<file path="config.mk">
export PLATFORM = sky130hd
export DESIGN_NAME = pue_top
export DESIGN_NICKNAME = d
export VERILOG_FILES = /design/src/logic/pue_pkg.sv /design/src/logic/pue_pin_sync.sv /design/src/logic/pue_phase.sv /design/src/logic/pue_top.sv
export SDC_FILE = /design/constraint.sdc
export NUM_CORES = 1
export LEC_CHECK = 0
export BUFFER_PORTS_ARGS = -buffer_cell sky130_fd_sc_hd__buf_2
export CAP_MARGIN = 15
export CORE_ASPECT_RATIO = 1.75
export CORE_UTILIZATION = 40
export CTS_BUF_LIST = sky130_fd_sc_hd__clkbuf_8
export DETAILED_ROUTE_END_ITERATION = 12
export SKIP_CTS_REPAIR_TIMING = 1
export SYNTH_ARGS = -nofsm -noshare
export SYNTH_HDL_FRONTEND = slang
export SYNTH_SLANG_ARGS = --single-unit
</file>
<file path="constraint.sdc">
create_clock -name mclk -period 14.37 [get_ports mclk]
set_clock_uncertainty 0.2 [all_clocks]
set_input_delay 2.874 -clock mclk [delete_from_list [all_inputs] [get_ports mclk]]
set_output_delay 2.874 -clock mclk [all_outputs]
set_load 0.005 [all_outputs]
</file>
<file path="src/logic/pue_pkg.sv">
/*
  Package for the phase undervoltage element: register map, field
  positions, reset values, timing figures and carrier types.
  Assumes a 40 MHz system clock and a same-clock measurement front end.
*/
`default_nettype none
package pue_pkg;

  // ----------------------------------------------------------------
  // Widths
  // ----------------------------------------------------------------
  localparam int unsigned PUE_VW  = 12;
  localparam int unsigned PUE_SW  = 10;
  localparam int unsigned PUE_DW  = 17;
  localparam int unsigned PUE_AW  = 8;
  localparam int unsigned PUE_EW  = 8;

  // ----------------------------------------------------------------
  // Register offsets
  // ----------------------------------------------------------------
  localparam logic [7:0] PUE_OFS_CTRL   = 8'h00;
  localparam logic [7:0] PUE_OFS_PICKUP = 8'h04;
  localparam logic [7:0] PUE_OFS_DELAY  = 8'h08;
  localparam logic [7:0] PUE_OFS_MINV   = 8'h0c;
  localparam logic [7:0] PUE_OFS_STAT   = 8'h10;
  localparam logic [7:0] PUE_OFS_EVT    = 8'h14;
  localparam logic [7:0] PUE_OFS_EVCLR  = 8'h18;
  localparam logic [7:0] PUE_OFS_EVEN   = 8'h1c;

  // ----------------------------------------------------------------
  // Control fields
  // ----------------------------------------------------------------
  localparam int unsigned PUE_CTL_EN    = 0;
  localparam int unsigned PUE_CTL_LG    = 1;
  localparam int unsigned PUE_CTL_INV   = 2;
  localparam int unsigned PUE_CTL_LOGIC = 3;
  localparam int unsigned PUE_CTL_BRK   = 5;
  localparam int unsigned PUE_CTL_SNAP  = 6;
  localparam int unsigned PUE_CTL_W     = 7;

  // ----------------------------------------------------------------
  // Reset values
  // ----------------------------------------------------------------
  localparam logic [6:0]  PUE_CTRL_RST   = 7'h40;
  localparam logic [9:0]  PUE_PICKUP_RST = 10'h032;
  localparam logic [16:0] PUE_DELAY_RST  = 17'h003e8;
  localparam logic [9:0]  PUE_MINV_RST   = 10'h000;
  localparam logic [7:0]  PUE_EVEN_RST   = 8'h00;

  // ----------------------------------------------------------------
  // Timing
  // ----------------------------------------------------------------
  localparam int unsigned PUE_CLK_NS  = 25;
  localparam int unsigned PUE_TICK_NS = 10_000_000;
  localparam int unsigned PUE_TICK_CYC = PUE_TICK_NS / PUE_CLK_NS;

  // ----------------------------------------------------------------
  // Types
  // ----------------------------------------------------------------
  typedef enum logic [1:0]
  {
    PUE_ANY = 2'h0,
    PUE_TWO = 2'h1,
    PUE_ALL = 2'h2
  } pue_logic_t;

  typedef struct packed
  {
    logic                        valid;
    logic [2:0][PUE_VW-1:0]      v_ll;
    logic [2:0][PUE_VW-1:0]      v_lg;
  } pue_sample_t;

  typedef struct packed
  {
    logic [2:0] pick;
    logic [2:0] trip;
    logic       gen_pick;
    logic       gen_trip;
  } pue_out_t;

endpackage
`default_nettype wire

</file>
<file path="src/logic/pue_pin_sync.sv">
/*
  Three-stage synchroniser for a level arriving from a pin.
  Assumes the pin is asynchronous to mclk; output follows once the
  second and third stages agree.
*/
`default_nettype none
`timescale 1ns/10ps
module pue_pin_sync
(
  input  wire logic mclk,
  input  wire logic reset_n,
  input  wire logic pin,
  output var  logic level_ff
);
  logic s1_ff;
  logic s2_ff;
  logic s3_ff;

  always_ff @(posedge mclk)
  begin
    if (!reset_n)
    begin
      s1_ff <= 1'b0;
      s2_ff <= 1'b0;
      s3_ff <= 1'b0;
    end
    else
    begin
      s1_ff <= pin;
      s2_ff <= s1_ff;
      s3_ff <= s2_ff;
    end
  end

  always_ff @(posedge mclk)
  begin
    if (!reset_n)
      level_ff <= 1'b0;
    else if (s2_ff == s3_ff)
      level_ff <= s3_ff;
  end
endmodule
`default_nettype wire

</file>
<file path="src/logic/pue_phase.sv">
/*
  One phase of the undervoltage element: compare, block and time.
  Assumes sample_stb marks a new magnitude and tick is a 10 ms pulse.
*/
`default_nettype none
`timescale 1ns/10ps
module pue_phase
  import pue_pkg::*;
(
  input  wire logic              mclk,
  input  wire logic              reset_n,
  input  wire logic              tick,
  input  wire logic              sample_stb,
  input  wire logic [PUE_VW-1:0] volt,
  input  wire logic [PUE_SW-1:0] pickup_lvl,
  input  wire logic [PUE_SW-1:0] min_lvl,
  input  wire logic [PUE_DW-1:0] delay,
  input  wire logic              inverse,
  input  wire logic              allow,
  output var  logic              pick_ff,
  output var  logic              trip_ff
);
  typedef enum logic [1:0]
  {
    PUE_IDLE = 2'h0,
    PUE_TIME = 2'h1,
    PUE_TRIP = 2'h3
  } pue_ph_state_t;

  localparam int unsigned AW = PUE_DW + PUE_SW + 1;

  pue_ph_state_t     state_ff;
  pue_ph_state_t     nxt_state;
  logic              under_ff;
  logic [PUE_VW-1:0] volt_ff;
  logic [AW-1:0]     acc_ff;
  logic [AW-1:0]     target;
  logic [AW-1:0]     step;
  logic              active;
  logic              done;

  // Compare only on a fresh sample
  always_ff @(posedge mclk)
  begin
    if (!reset_n)
    begin
      under_ff <= 1'b0;
      volt_ff  <= '0;
    end
    else if (sample_stb)
    begin
      volt_ff  <= volt;
      under_ff <= (volt < {2'h0, pickup_lvl}) &&
                  !(volt < {2'h0, min_lvl});
    end
  end

  assign active = under_ff && allow;
  // D*Vp is the area to integrate; fixed adds Vp, inverse adds Vp-V
  // Widen both factors first so the product keeps its upper bits
  assign target = AW'(delay) * AW'(pickup_lvl);
  assign step   = inverse ? AW'(pickup_lvl - volt_ff[PUE_SW-1:0])
                          : AW'(pickup_lvl);
  // Strictly past the target, so a tick phase never trips early
  assign done   = (delay == '0) || (acc_ff > target);

  always_comb
  begin
    nxt_state = state_ff;
    unique case (state_ff)
      PUE_IDLE: if (active) nxt_state = PUE_TIME;
      PUE_TIME:
        if (!active)
          nxt_state = PUE_IDLE;
        else if (done)
          nxt_state = PUE_TRIP;
      PUE_TRIP: if (!active) nxt_state = PUE_IDLE;
      default:  nxt_state = PUE_IDLE;
    endcase
  end

  always_ff @(posedge mclk)
  begin
    if (!reset_n)
      state_ff <= PUE_IDLE;
    else
      state_ff <= nxt_state;
  end

  always_ff @(posedge mclk)
  begin
    if (!reset_n || state_ff != PUE_TIME)
      acc_ff <= '0;
    else if (tick && acc_ff <= target)
      acc_ff <= acc_ff + step;
  end

  always_ff @(posedge mclk)
  begin
    if (!reset_n)
    begin
      pick_ff <= 1'b0;
      trip_ff <= 1'b0;
    end
    else
    begin
      pick_ff <= nxt_state != PUE_IDLE;
      trip_ff <= nxt_state == PUE_TRIP;
    end
  end
endmodule
`default_nettype wire

</file>
<file path="src/logic/pue_top.sv">
/*
  Phase undervoltage element, top level: register port, breaker
  supervision, three phase timers, combination logic and events.
  Assumes samples arrive on mclk from the front end and the breaker
  status pin is asynchronous.
*/
// Operation
// - Fixed delay trips after full delay below
// - Inverse time is delay over one minus ratio
// - Above dropout clears pickup and timer instantly
// - Below floor voltage the element is blocked
// - Per phase and general pickup and trip
// - General outputs: any, two or all phases
// - Disabled element keeps outputs off; reset disabled
// - Line-to-line or line-to-ground input, default line
// - Undervoltage below threshold, 3..850 V, default 50
// - Delay in 10 ms steps, default 10 s
// - Floor setting 0..850 V, default zero
// - Breaker supervision blocks while breaker open
// - Events recorded only while generation enabled
// - Curve setting picks fixed or inverse, default fixed
// - Delay is the minimum operate time
`default_nettype none
`timescale 1ns/10ps
module pue_top
  import pue_pkg::*;
#(
  parameter int unsigned TICK_CYC = PUE_TICK_CYC
)
(
  input  wire logic              mclk,
  input  wire logic              reset_n,
  input  wire logic [PUE_AW-1:0] reg_addr,
  input  wire logic [31:0]       reg_wdata,
  input  wire logic              reg_wr,
  input  wire logic              reg_rd,
  output var  logic [31:0]       reg_rdata_ff,
  input  wire pue_sample_t       sample,
  input  wire logic              breaker_open,
  output var  pue_out_t          elem_ff,
  output var  logic              irq_ff
);
  import pue_pkg::*;

  // ----------------------------------------------------------------
  // Settings registers
  // ----------------------------------------------------------------
  logic [PUE_CTL_W-1:0] ctrl_ff;
  logic [PUE_SW-1:0]    pickup_ff;
  logic [PUE_DW-1:0]    delay_ff;
  logic [PUE_SW-1:0]    minv_ff;
  logic [PUE_EW-1:0]    evt_en_ff;
  logic [PUE_EW-1:0]    evt_ff;
  logic [PUE_EW-1:0]    nxt_evt;
  logic [PUE_EW-1:0]    evt_clr;
  logic [PUE_EW-1:0]    prev_ff;
  logic [PUE_EW-1:0]    cur;
  logic                 wr_ctrl;

  assign wr_ctrl = reg_wr && reg_addr == PUE_OFS_CTRL;

  always_ff @(posedge mclk)
  begin
    if (!reset_n)
    begin
      ctrl_ff   <= PUE_CTRL_RST;
      pickup_ff <= PUE_PICKUP_RST;
      delay_ff  <= PUE_DELAY_RST;
      minv_ff   <= PUE_MINV_RST;
      evt_en_ff <= PUE_EVEN_RST;
    end
    else if (reg_wr)
    begin
      unique case (reg_addr)
        PUE_OFS_CTRL:   ctrl_ff   <= reg_wdata[PUE_CTL_W-1:0];
        PUE_OFS_PICKUP: pickup_ff <= reg_wdata[PUE_SW-1:0];
        PUE_OFS_DELAY:  delay_ff  <= reg_wdata[PUE_DW-1:0];
        PUE_OFS_MINV:   minv_ff   <= reg_wdata[PUE_SW-1:0];
        PUE_OFS_EVEN:   evt_en_ff <= reg_wdata[PUE_EW-1:0];
        default:        ;
      endcase
    end
  end

  logic       en;
  logic       sel_lg;
  logic       inverse;
  logic       brk_sup;
  logic       snap_en;
  pue_logic_t comb_sel;

  assign en       = ctrl_ff[PUE_CTL_EN];
  assign sel_lg   = ctrl_ff[PUE_CTL_LG];
  assign inverse  = ctrl_ff[PUE_CTL_INV];
  assign brk_sup  = ctrl_ff[PUE_CTL_BRK];
  assign snap_en  = ctrl_ff[PUE_CTL_SNAP];
  assign comb_sel = pue_logic_t'(ctrl_ff[PUE_CTL_LOGIC +: 2]);

  // ----------------------------------------------------------------
  // Breaker status and permission
  // ----------------------------------------------------------------
  logic brk_open_s;
  logic allow;

  pue_pin_sync u_brk_sync
  (
    .mclk     (mclk),
    .reset_n  (reset_n),
    .pin      (breaker_open),
    .level_ff (brk_open_s)
  );

  // Permission and breaker act at once, not on the next sample
  assign allow = en && !(brk_sup && brk_open_s);

  // ----------------------------------------------------------------
  // Time base
  // ----------------------------------------------------------------
  localparam int unsigned TW = $clog2(TICK_CYC + 1);

  logic [TW-1:0] tick_cnt_ff;
  logic          tick_ff;

  always_ff @(posedge mclk)
  begin
    if (!reset_n)
    begin
      tick_cnt_ff <= '0;
      tick_ff     <= 1'b0;
    end
    else if (tick_cnt_ff == TW'(TICK_CYC - 1))
    begin
      tick_cnt_ff <= '0;
      tick_ff     <= 1'b1;
    end
    else
    begin
      tick_cnt_ff <= tick_cnt_ff + 1'b1;
      tick_ff     <= 1'b0;
    end
  end

  // ----------------------------------------------------------------
  // Phase timers
  // ----------------------------------------------------------------
  logic [2:0] ph_pick;
  logic [2:0] ph_trip;

  for (genvar i = 0; i < 3; i++)
  begin : g_ph
    pue_phase u_ph
    (
      .mclk       (mclk),
      .reset_n    (reset_n),
      .tick       (tick_ff),
      .sample_stb (sample.valid),
      .volt       (sel_lg ? sample.v_lg[i] : sample.v_ll[i]),
      .pickup_lvl (pickup_ff),
      .min_lvl    (minv_ff),
      .delay      (delay_ff),
      .inverse    (inverse),
      .allow      (allow),
      .pick_ff    (ph_pick[i]),
      .trip_ff    (ph_trip[i])
    );
  end

  // ----------------------------------------------------------------
  // General outputs
  // ----------------------------------------------------------------
  function automatic logic combine(input logic [2:0] v,
                                   input pue_logic_t s);
    logic [1:0] n;
    n = 2'(v[0]) + 2'(v[1]) + 2'(v[2]);
    unique case (s)
      PUE_TWO: combine = n >= 2'h2;
      PUE_ALL: combine = n == 2'h3;
      default: combine = n != 2'h0;
    endcase
  endfunction

  // Phase flops are copied so every output leaves from this level
  always_ff @(posedge mclk)
  begin
    if (!reset_n)
      elem_ff <= '0;
    else
    begin
      elem_ff.pick     <= ph_pick;
      elem_ff.trip     <= ph_trip;
      elem_ff.gen_pick <= combine(ph_pick, comb_sel);
      elem_ff.gen_trip <= combine(ph_trip, comb_sel);
    end
  end

  // ----------------------------------------------------------------
  // Snapshot events and interrupt
  // ----------------------------------------------------------------
  assign cur     = elem_ff;
  assign evt_clr = (reg_wr && reg_addr == PUE_OFS_EVCLR)
                   ? reg_wdata[PUE_EW-1:0] : '0;
  // A change in the clearing cycle survives: set wins
  assign nxt_evt = (evt_ff & ~evt_clr) |
                   ((cur ^ prev_ff) & {PUE_EW{snap_en}});

  always_ff @(posedge mclk)
  begin
    if (!reset_n)
    begin
      prev_ff <= '0;
      evt_ff  <= '0;
      irq_ff  <= 1'b0;
    end
    else
    begin
      prev_ff <= cur;
      evt_ff  <= nxt_evt;
      irq_ff  <= |(nxt_evt & evt_en_ff);
    end
  end

  // ----------------------------------------------------------------
  // Read port
  // ----------------------------------------------------------------
  always_ff @(posedge mclk)
  begin
    if (!reset_n || !reg_rd)
      reg_rdata_ff <= '0;
    else
    begin
      unique case (reg_addr)
        PUE_OFS_CTRL:   reg_rdata_ff <= 32'(ctrl_ff);
        PUE_OFS_PICKUP: reg_rdata_ff <= 32'(pickup_ff);
        PUE_OFS_DELAY:  reg_rdata_ff <= 32'(delay_ff);
        PUE_OFS_MINV:   reg_rdata_ff <= 32'(minv_ff);
        PUE_OFS_STAT:   reg_rdata_ff <= 32'({brk_open_s, cur});
        PUE_OFS_EVT:    reg_rdata_ff <= 32'(evt_ff);
        PUE_OFS_EVEN:   reg_rdata_ff <= 32'(evt_en_ff);
        default:        reg_rdata_ff <= '0;
      endcase
    end
  end
endmodule
`default_nettype wire

</file>
==> key figures, run 1 <==
STA
  – Setup TNS: 0 ps
  – Max Freq: around 0.11 GHz
  – Worst-Margin Slew: approximately 1200 ps
  – Relative slew margins: about 22%
  – Final setup violation count: 0
  – Period utilization: between 60% and 70%
  – Final Max Slew Viols: 0
  – Final hold vios: 0
  – RSZ-0062 raised after global routing: false
  – Final Critical Period: between 9000 and 10000 ps
  – Setup slack after layout: slightly below 5000 ps

Setup path
  – CP required: roughly 15000 ps
  – Crit path max fanout: 23
  – Most frequent CP cell: fa_1
  – Slowest stage delay, CP: 790 ps
  – Worst EP arrival: roughly 10000 ps
  – Crit. End Element: register
  – Kind of critical path: register to register
  – CP max stage cell: dfxtp_1
  – CP Launch Type: register

Power and ir drop
  – Clock power frac: roughly 45%
  – P per Cell Area: 58.0 mW/mm²
  – VDD IR-drop max: around 0.00007 V
  – P_int: approximately 1100 µW
  – Logic pwr share: a little under a tenth
  – Leakage: around 0.012 µW
  – Switching power: about 410 µW
  – Flop pwr share: between 40% and 50%
  – Switching Fraction: 27.0%

Layout
  – Share of layout cells above drive strength 1: between 9 and 10%
  – # fillers: between 5k and 6k
  – Nets: 3472
  – Synthesis-to-layout area growth: 9.28%

Routing
  – Drc violations: 0
  – ANT nets after route: 0
  – Final wirelength: about 72 mm
  – Avg WL per Cell: 19.3 µm
  – Vias per cell: 5.60
  – 1st-pass router iterations: 5
  – Initial DRC count: roughly 870
  – Vias after detailed routing: 20.9k

Floorplan
  – Core Region: roughly 0.058 mm²
  – # IOs: about 160
  – Die area: around 0.06 mm²
  – Die height: 324 µm
  – Die Span X: 186 µm
  – FP Rows: around 120
  – Initial core utilization: 40.7%

Synthesis
  – Cells after Synth: about 2.8k
  – Sequential area share after synthesis: 20.8%
  – Synth top area share: around a fifth
  – Yosys top cell by area: dfxtp_1
  – Yosys warnings: 0
  – Post-synth cell types: 85
  – Post-Syn Area: around 0.024 mm²
  – Synth async-reset ratio: 0%
  – Largest cells by area after synthesis: dfxtp_1 (21%), ha_1 (16%), fa_1 (11%), nand2_1 (4.8%), a21oi_1 (3.9%)
  – Most frequent cell after synthesis: ha_1
  – Prevailing post-synth register cell: dfxtp_1
  – Synth cell count leaders: ha_1 (305), nand2_1 (303), dfxtp_1 (247), inv_1 (210), nor2_1 (210)
  – Syn Area/Cell: between 8 and 9 µm²
  – Register bit total from synthesis: 247
  – Post-synth EDFFs: 0

Global routing
  – Largest net degree at the start of global routing: 51
  – Vias in the first global route: around 21k
  – Global route overflow: 0
  – Gr usage total: between 20% and 30%
  – Initial antenna violation count: 2
  – Global-route wire length before repair: between 100 and 150 mm

Clocking
  – Root buf cell: clkbuf_8
  – CTS tree: done
  – CTS max path bufs: 3
  – H-tree levels: 2
  – Clk_lat worst skew: around 630 ps
  – Total CTS buffers: 42
  – Clk pin slew, worst setup/hold paths: ~60 ps
  – Clock Sink Count: 247

Outcome
  – Status: complete, no violations

Placed design
  – Setup WS pre-CTS: approximately 4800 ps
  – Post-DP HPWL: between 50 and 60 mm
  – Final GP Congestion: approximately 0.90
  – Port bufs: 128

Min path
  – Worst hold path type: register to register

Run
  – Max cap viols: 0
==> cell families (layout without fill, tap and decap cells) <==
group           after synthesis  count (layout)  synth area share (%)
simple gates                932             932                  18.7
mux                         122             122                  5.63
buf+inv                     349             447                  5.83
flops                       247             247                  20.8
fa+ha+maj                   435             435                  26.9
compound gates              621             621                  17.1
other cells                   1              17                0.0158
xor+xnor                    136             136                  5.02
==> worst paths after layout <==
check / endpoint / cells past startpoint / start / slack (ps)
hold / removal: tick_cnt_ff[0] / 1 / tick_cnt_ff[0] / 260
setup reg to reg: g_ph[1].u_ph.acc_ff[8] / 28 / delay_ff[9] / 4920
hold reg to reg: tick_cnt_ff[0] / 1 / tick_cnt_ff[0] / 260
setup / recovery: g_ph[1].u_ph.acc_ff[8] / 28 / delay_ff[9] / 4920
==> placed cells by master, fill, tap and decap left out, types with 7 or more instances in the layout <==
cell         n
ha_1       305
nand2_1    303
dfxtp_1    247
inv_1      226
nor2_1     210
a21oi_1    186
buf_2      128
fa_1       126
and2_1     124
nand3_1     90
o21ai_0     84
mux2i_1     83
xnor2_1     77
a21o_1      77
xor2_1      59
clkbuf_8    53
nand4_1     41
o21a_1      39
a211oi_1    35
mux2_2      33
nand2b_1    33
nor3_1      32
buf_4       31
o21ai_1     26
and3_1      22
nor2b_1     21
o21bai_1    21
a31oi_1     17
a32oi_1     17
or3_1       15
conb_1      15
a21boi_0    14
o211ai_1    13
a22oi_1     12
or2_2        9
a22o_1       8
o221ai_1     8
nor4_1       8
a2111oi_0    7
==> layout make-up <==
class / count / area [µm²] / area share [%]
sequential: 247 / 4940 / 19.1
clock buffer: 53 / 729 / 2.81
clock inverter: 23 / 129 / 0.497
multi-input combinational: 2261 / 17500 / 67.4
timing repair buffer: 161 / 900 / 3.47
antenna: 2 / 5.00 / 0.0193
tap: 773 / 967 / 3.73
inverter: 210 / 788 / 3.04
==> power by group through the flow <==
stage | sequential [µW] | clock [µW] | combinational, µW
floorplan | 709 | 0 | 91.9
global placement | 710 | 0 | 135
detailed placement | 711 | 0 | 137
CTS | 696 | 689 | 138
global route | 696 | 716 | 154
finish | 696 | 672 | 138
==> metrics by stage <==
stage / util, % / instances / instance area [µm²] / power [µW] / hold slack (ps)
6_report: 44.4 / 3730 / 25900 / 1510 / 257
3_3_place_gp: 42.9 / 3649 / 25100 / 845 / 235
2_1_floorplan: - / 2857 / 23800 / 801 / 212
3_5_place_dp: 42.9 / 3649 / 25100 / 848 / 225
5_1_grt: 44.4 / 3730 / 25900 / 1570 / 277
4_1_cts: 44.4 / 3725 / 25900 / 1520 / 259
==> registers in the layout, summed over array words and instances (netlist names), 10 cells and up <==
| signal | flops |
|---|---|
| pickup_ff | 10 |
| minv_ff | 10 |
| g_ph.u_ph.acc_ff | 84 |
| g_ph.u_ph.volt_ff | 30 |
| reg_rdata_ff | 17 |
| delay_ff | 17 |
| tick_cnt_ff | 19 |
==> critical path: cells and delay by family, from the launching register on <==
kind,cells,cell delay (ps)
AO/OA/AOI/OAI,9,2310
adder cells (fa/ha/maj),7,3350
XOR/XNOR,1,700
AND/OR/NAND/NOR,8,1210
buffers and inverters,2,500
flip-flops,1,790
multiplexers,1,240
==> routing by layer <==
layer,wire [µm],GRT usage [%]
met5,0,0
met4,5930,18.3
met3,2730,2.63
met2,38100,45.4
met1,25400,23.8
Power figures use the tool's default switching activity.
==> run 2: changes to the inputs <==
==> constraint.sdc (replaced) <==
create_clock -name mclk -period 9.1 [get_ports mclk]
set_clock_uncertainty 0.2 [all_clocks]
set_input_delay 1.82 -clock mclk [delete_from_list [all_inputs] [get_ports mclk]]
set_output_delay 1.82 -clock mclk [all_outputs]
set_load 0.005 [all_outputs]
==> run 2 against run 1 <==
Net effect: register-to-register slack got worse by 4500 ps; sequential share of layout area decreased by 0.23 points; non-clock buffer count increased by 42; die area unchanged; cell count increased by 1.1%; clock-buffer cell count decreased by 2; fmax increased by 9.2%; combinational power increased by 60%; largest power group unchanged; critical path type unchanged; clock power increased by 62%; worst hold slack got worse by 21 ps.
==> key figures, run 2 (synthesis results as in run 1) <==
Routing
  – Vias after detailed routing: 21.0k (+0.77%)
  – Final wirelength: 73.0 mm (+1.2%)
  – Initial DRC count: 1073 (+23%)
  – Avg WL per Cell: 19.4 µm (+0.10%)
  – 1st-pass router iterations: 5 (unchanged)
  – Vias per cell: 5.58 (-0.30%)
  – ANT nets after route: 0 (unchanged)
  – Drc violations: 0 (unchanged)

Clocking
  – H-tree levels: 2 (unchanged)
  – Clock Sink Count: 247 (unchanged)
  – Clk pin slew, worst setup/hold paths: 70 ps (about the same)
  – CTS tree: done
  – Clk_lat worst skew: 610 ps (-20 ps)
  – Root buf cell: clkbuf_8
  – Total CTS buffers: 43 (+2.4%)
  – CTS max path bufs: 3 (unchanged)

Min path
  – Hold path depth: 1 (unchanged)
  – Hold EP: u_brk_sync.s2_ff
  – Hold_sp: u_brk_sync.s1_ff
  – Worst hold path type: register to register

STA
  – Final hold vios: 0 (unchanged)
  – Relative slew margins: 11.7% (-11 points)
  – Final setup violation count: 0 (unchanged)
  – Max Freq: 0.116 GHz (+9.2%)
  – Worst-Margin Slew: 1310 ps (+159 ps)
  – Setup slack after layout: 444 ps (-4470 ps)
  – Final Max Slew Viols: 0 (unchanged)
  – RSZ-0062 raised after global routing: false
  – Setup TNS: 0 ps (unchanged)
  – Period utilization: 95.1% (+29 points)
  – Final Critical Period: 8660 ps (-796 ps)

Placed design
  – Port bufs: 128 (unchanged)
  – Cells after DPL: 3692 (+1.2%)
  – Final GP Congestion: 0.890 (-1.3%)
  – Setup WS pre-CTS: 426 ps (-4390 ps)
  – Post-DP HPWL: 57.1 mm (+2.3%)

Power and ir drop
  – VDD IR-drop max: 0.0000734 V (+5.3%)
  – P per Cell Area: 91.7 mW/mm² (+58%)
  – P_int: 1750 µW (+59%)
  – Switching power: 656 µW (+62%)
  – Switching Fraction: 27.2% (+0.28 points)
  – Flop pwr share: 45.6% (-0.6 points)
  – Logic pwr share: 9.2% (about the same)
  – Leakage: 0.0122 µW (+1.6%)
  – Clock power frac: 45.2% (+0.6 points)

Setup path
  – R2R depth: 30 (+7.1%)
  – CP Launch Type: register
  – Worst r2r src: pickup_ff[4]
  – CP required: 9460 ps (-5180 ps)
  – Kind of critical path: register to register
  – Internal reg-to-reg setup slack: 440 ps (-4470 ps)
  – Worst EP arrival: 9010 ps (-720 ps)
  – CP max stage cell: dfxtp_1
  – Most frequent CP cell: fa_1
  – Slowest stage delay, CP: 680 ps (-110 ps)
  – Crit. End Element: register
  – R2R Path End: g_ph[2].u_ph.acc_ff[14]
  – Crit path max fanout: 17 (-26%)

Floorplan
  – FP Rows: 117 (unchanged)
  – Die Span X: 186 µm (unchanged)
  – Die area: 0.0604 mm² (unchanged)
  – Die height: 324 µm (unchanged)
  – # IOs: 159 (unchanged)
  – Initial core utilization: 40.7% (unchanged)
  – Core Region: 0.0584 mm² (unchanged)

Layout
  – Area of the multi-input gates: 0.0175 mm² (unchanged)
  – Top reg by flops: g_ph.u_ph.acc_ff
  – Top Registers: g_ph.u_ph.acc_ff (84), g_ph.u_ph.volt_ff (30), tick_cnt_ff (19)
  – # fillers: 5732 (-0.81%)
  – Share of layout cells above drive strength 1: 11.2% (+1.5 points)
  – Sequential Area: 0.00495 mm² (about the same)
  – Nets: 3515 (+1.2%)
  – Fin cells: 3770 (+1.1%)
  – Final Core Density: 45.0% (+0.56 points)
  – Synthesis-to-layout area growth: 10.7%
  – Commonest non-fill, non-tap cell in the layout: ha_1
  – Max reg flops: 84 (unchanged)
  – Leading cell types in the layout, fill and taps excluded: ha_1 (305), nand2_1 (303), dfxtp_1 (245), inv_1 (219), nor2_1 (210)

Outcome
  – Status: complete, no violations

Global routing
  – Gr usage total: 24.7% (+0.47 points)
  – Largest net degree at the start of global routing: 51 (unchanged)
  – Global-route wire length before repair: 116 mm (+1.9%)
  – Initial antenna violation count: 2 (unchanged)
  – Vias in the first global route: 21.8k (+1.7%)
  – Global route overflow: 0 (unchanged)

Run
  – Max cap viols: 0 (unchanged)
==> run 2: cell count changes in the layout (fill, tap and decap cells not counted), moves of 2 or more <==
cell,before,now
dfxtp_1,247,245
clkbuf_8,53,51
buf_4,31,73
clkinv_2,2,8
dfxtp_2,0,2
inv_1,226,219
==> run 2: worst max path at each step <==
stage / start / end / cells past startpoint
final: pickup_ff[4] / g_ph[2].u_ph.acc_ff[14] / 30
after global routing: pickup_ff[2] / g_ph[2].u_ph.acc_ff[14] / 31
after CTS: pickup_ff[5] / g_ph[2].u_ph.acc_ff[14] / 30
after detailed placement: pickup_ff[5] / g_ph[2].u_ph.acc_ff[14] / 31
after global placement: pickup_ff[5] / g_ph[2].u_ph.acc_ff[14] / 31
after floorplan: pickup_ff[1] / g_ph[1].u_ph.acc_ff[0] / 30
==> run 2: layout make-up <==
| cell class | instances | area share [%] |
|---|---|---|
| diodes | 2 | 0.0190 |
| clock buffers | 51 | 2.67 |
| clock inverters | 23 | 0.614 |
| inverters | 210 | 3.00 |
| multi-input cells | 2261 | 66.5 |
| flip-flops and latches | 247 | 18.8 |
| well taps | 773 | 3.68 |
| repair buffers | 203 | 4.64 |
==> run 2: power by group through the flow <==
stage                     clock [µW]  sequential (µW)  combinational, µW
final                           1090             1100                221
after global routing            1160             1100                248
after CTS                       1130             1100                222
after detailed placement           0             1120                220
after global placement             0             1120                215
after floorplan                    0             1120                145
==> run 2: per-stage QoR <==
step	hold WS [ps]	cell area [µm²]	total power [µW]
CTS	239	26300	2450
detailed placement	229	25400	1340
global route	277	26300	2500
finish	236	26300	2410
floorplan	212	23800	1260
global placement	235	25400	1340
==> run 2: routing by layer <==
layer / GRT usage [%] / up-vias / part of all wire (%)
met5: 0 / - / 0
met4: 19.5 / 0 / 8.6
met3: 2.78 / 235 / 3.5
met2: 45.0 / 547 / 52
met1: 25.0 / 10100 / 36
li1: - / 10100 / -
==> run 2: worst max-delay path, delay by kind of cell (launching register included) <==
kind | cells | cell delay [ps]
xor+xnor | 1 | 290
compound gates | 11 | 2260
flops | 1 | 680
fa+ha+maj | 7 | 3000
buf+inv | 4 | 680
simple gates | 7 | 1480
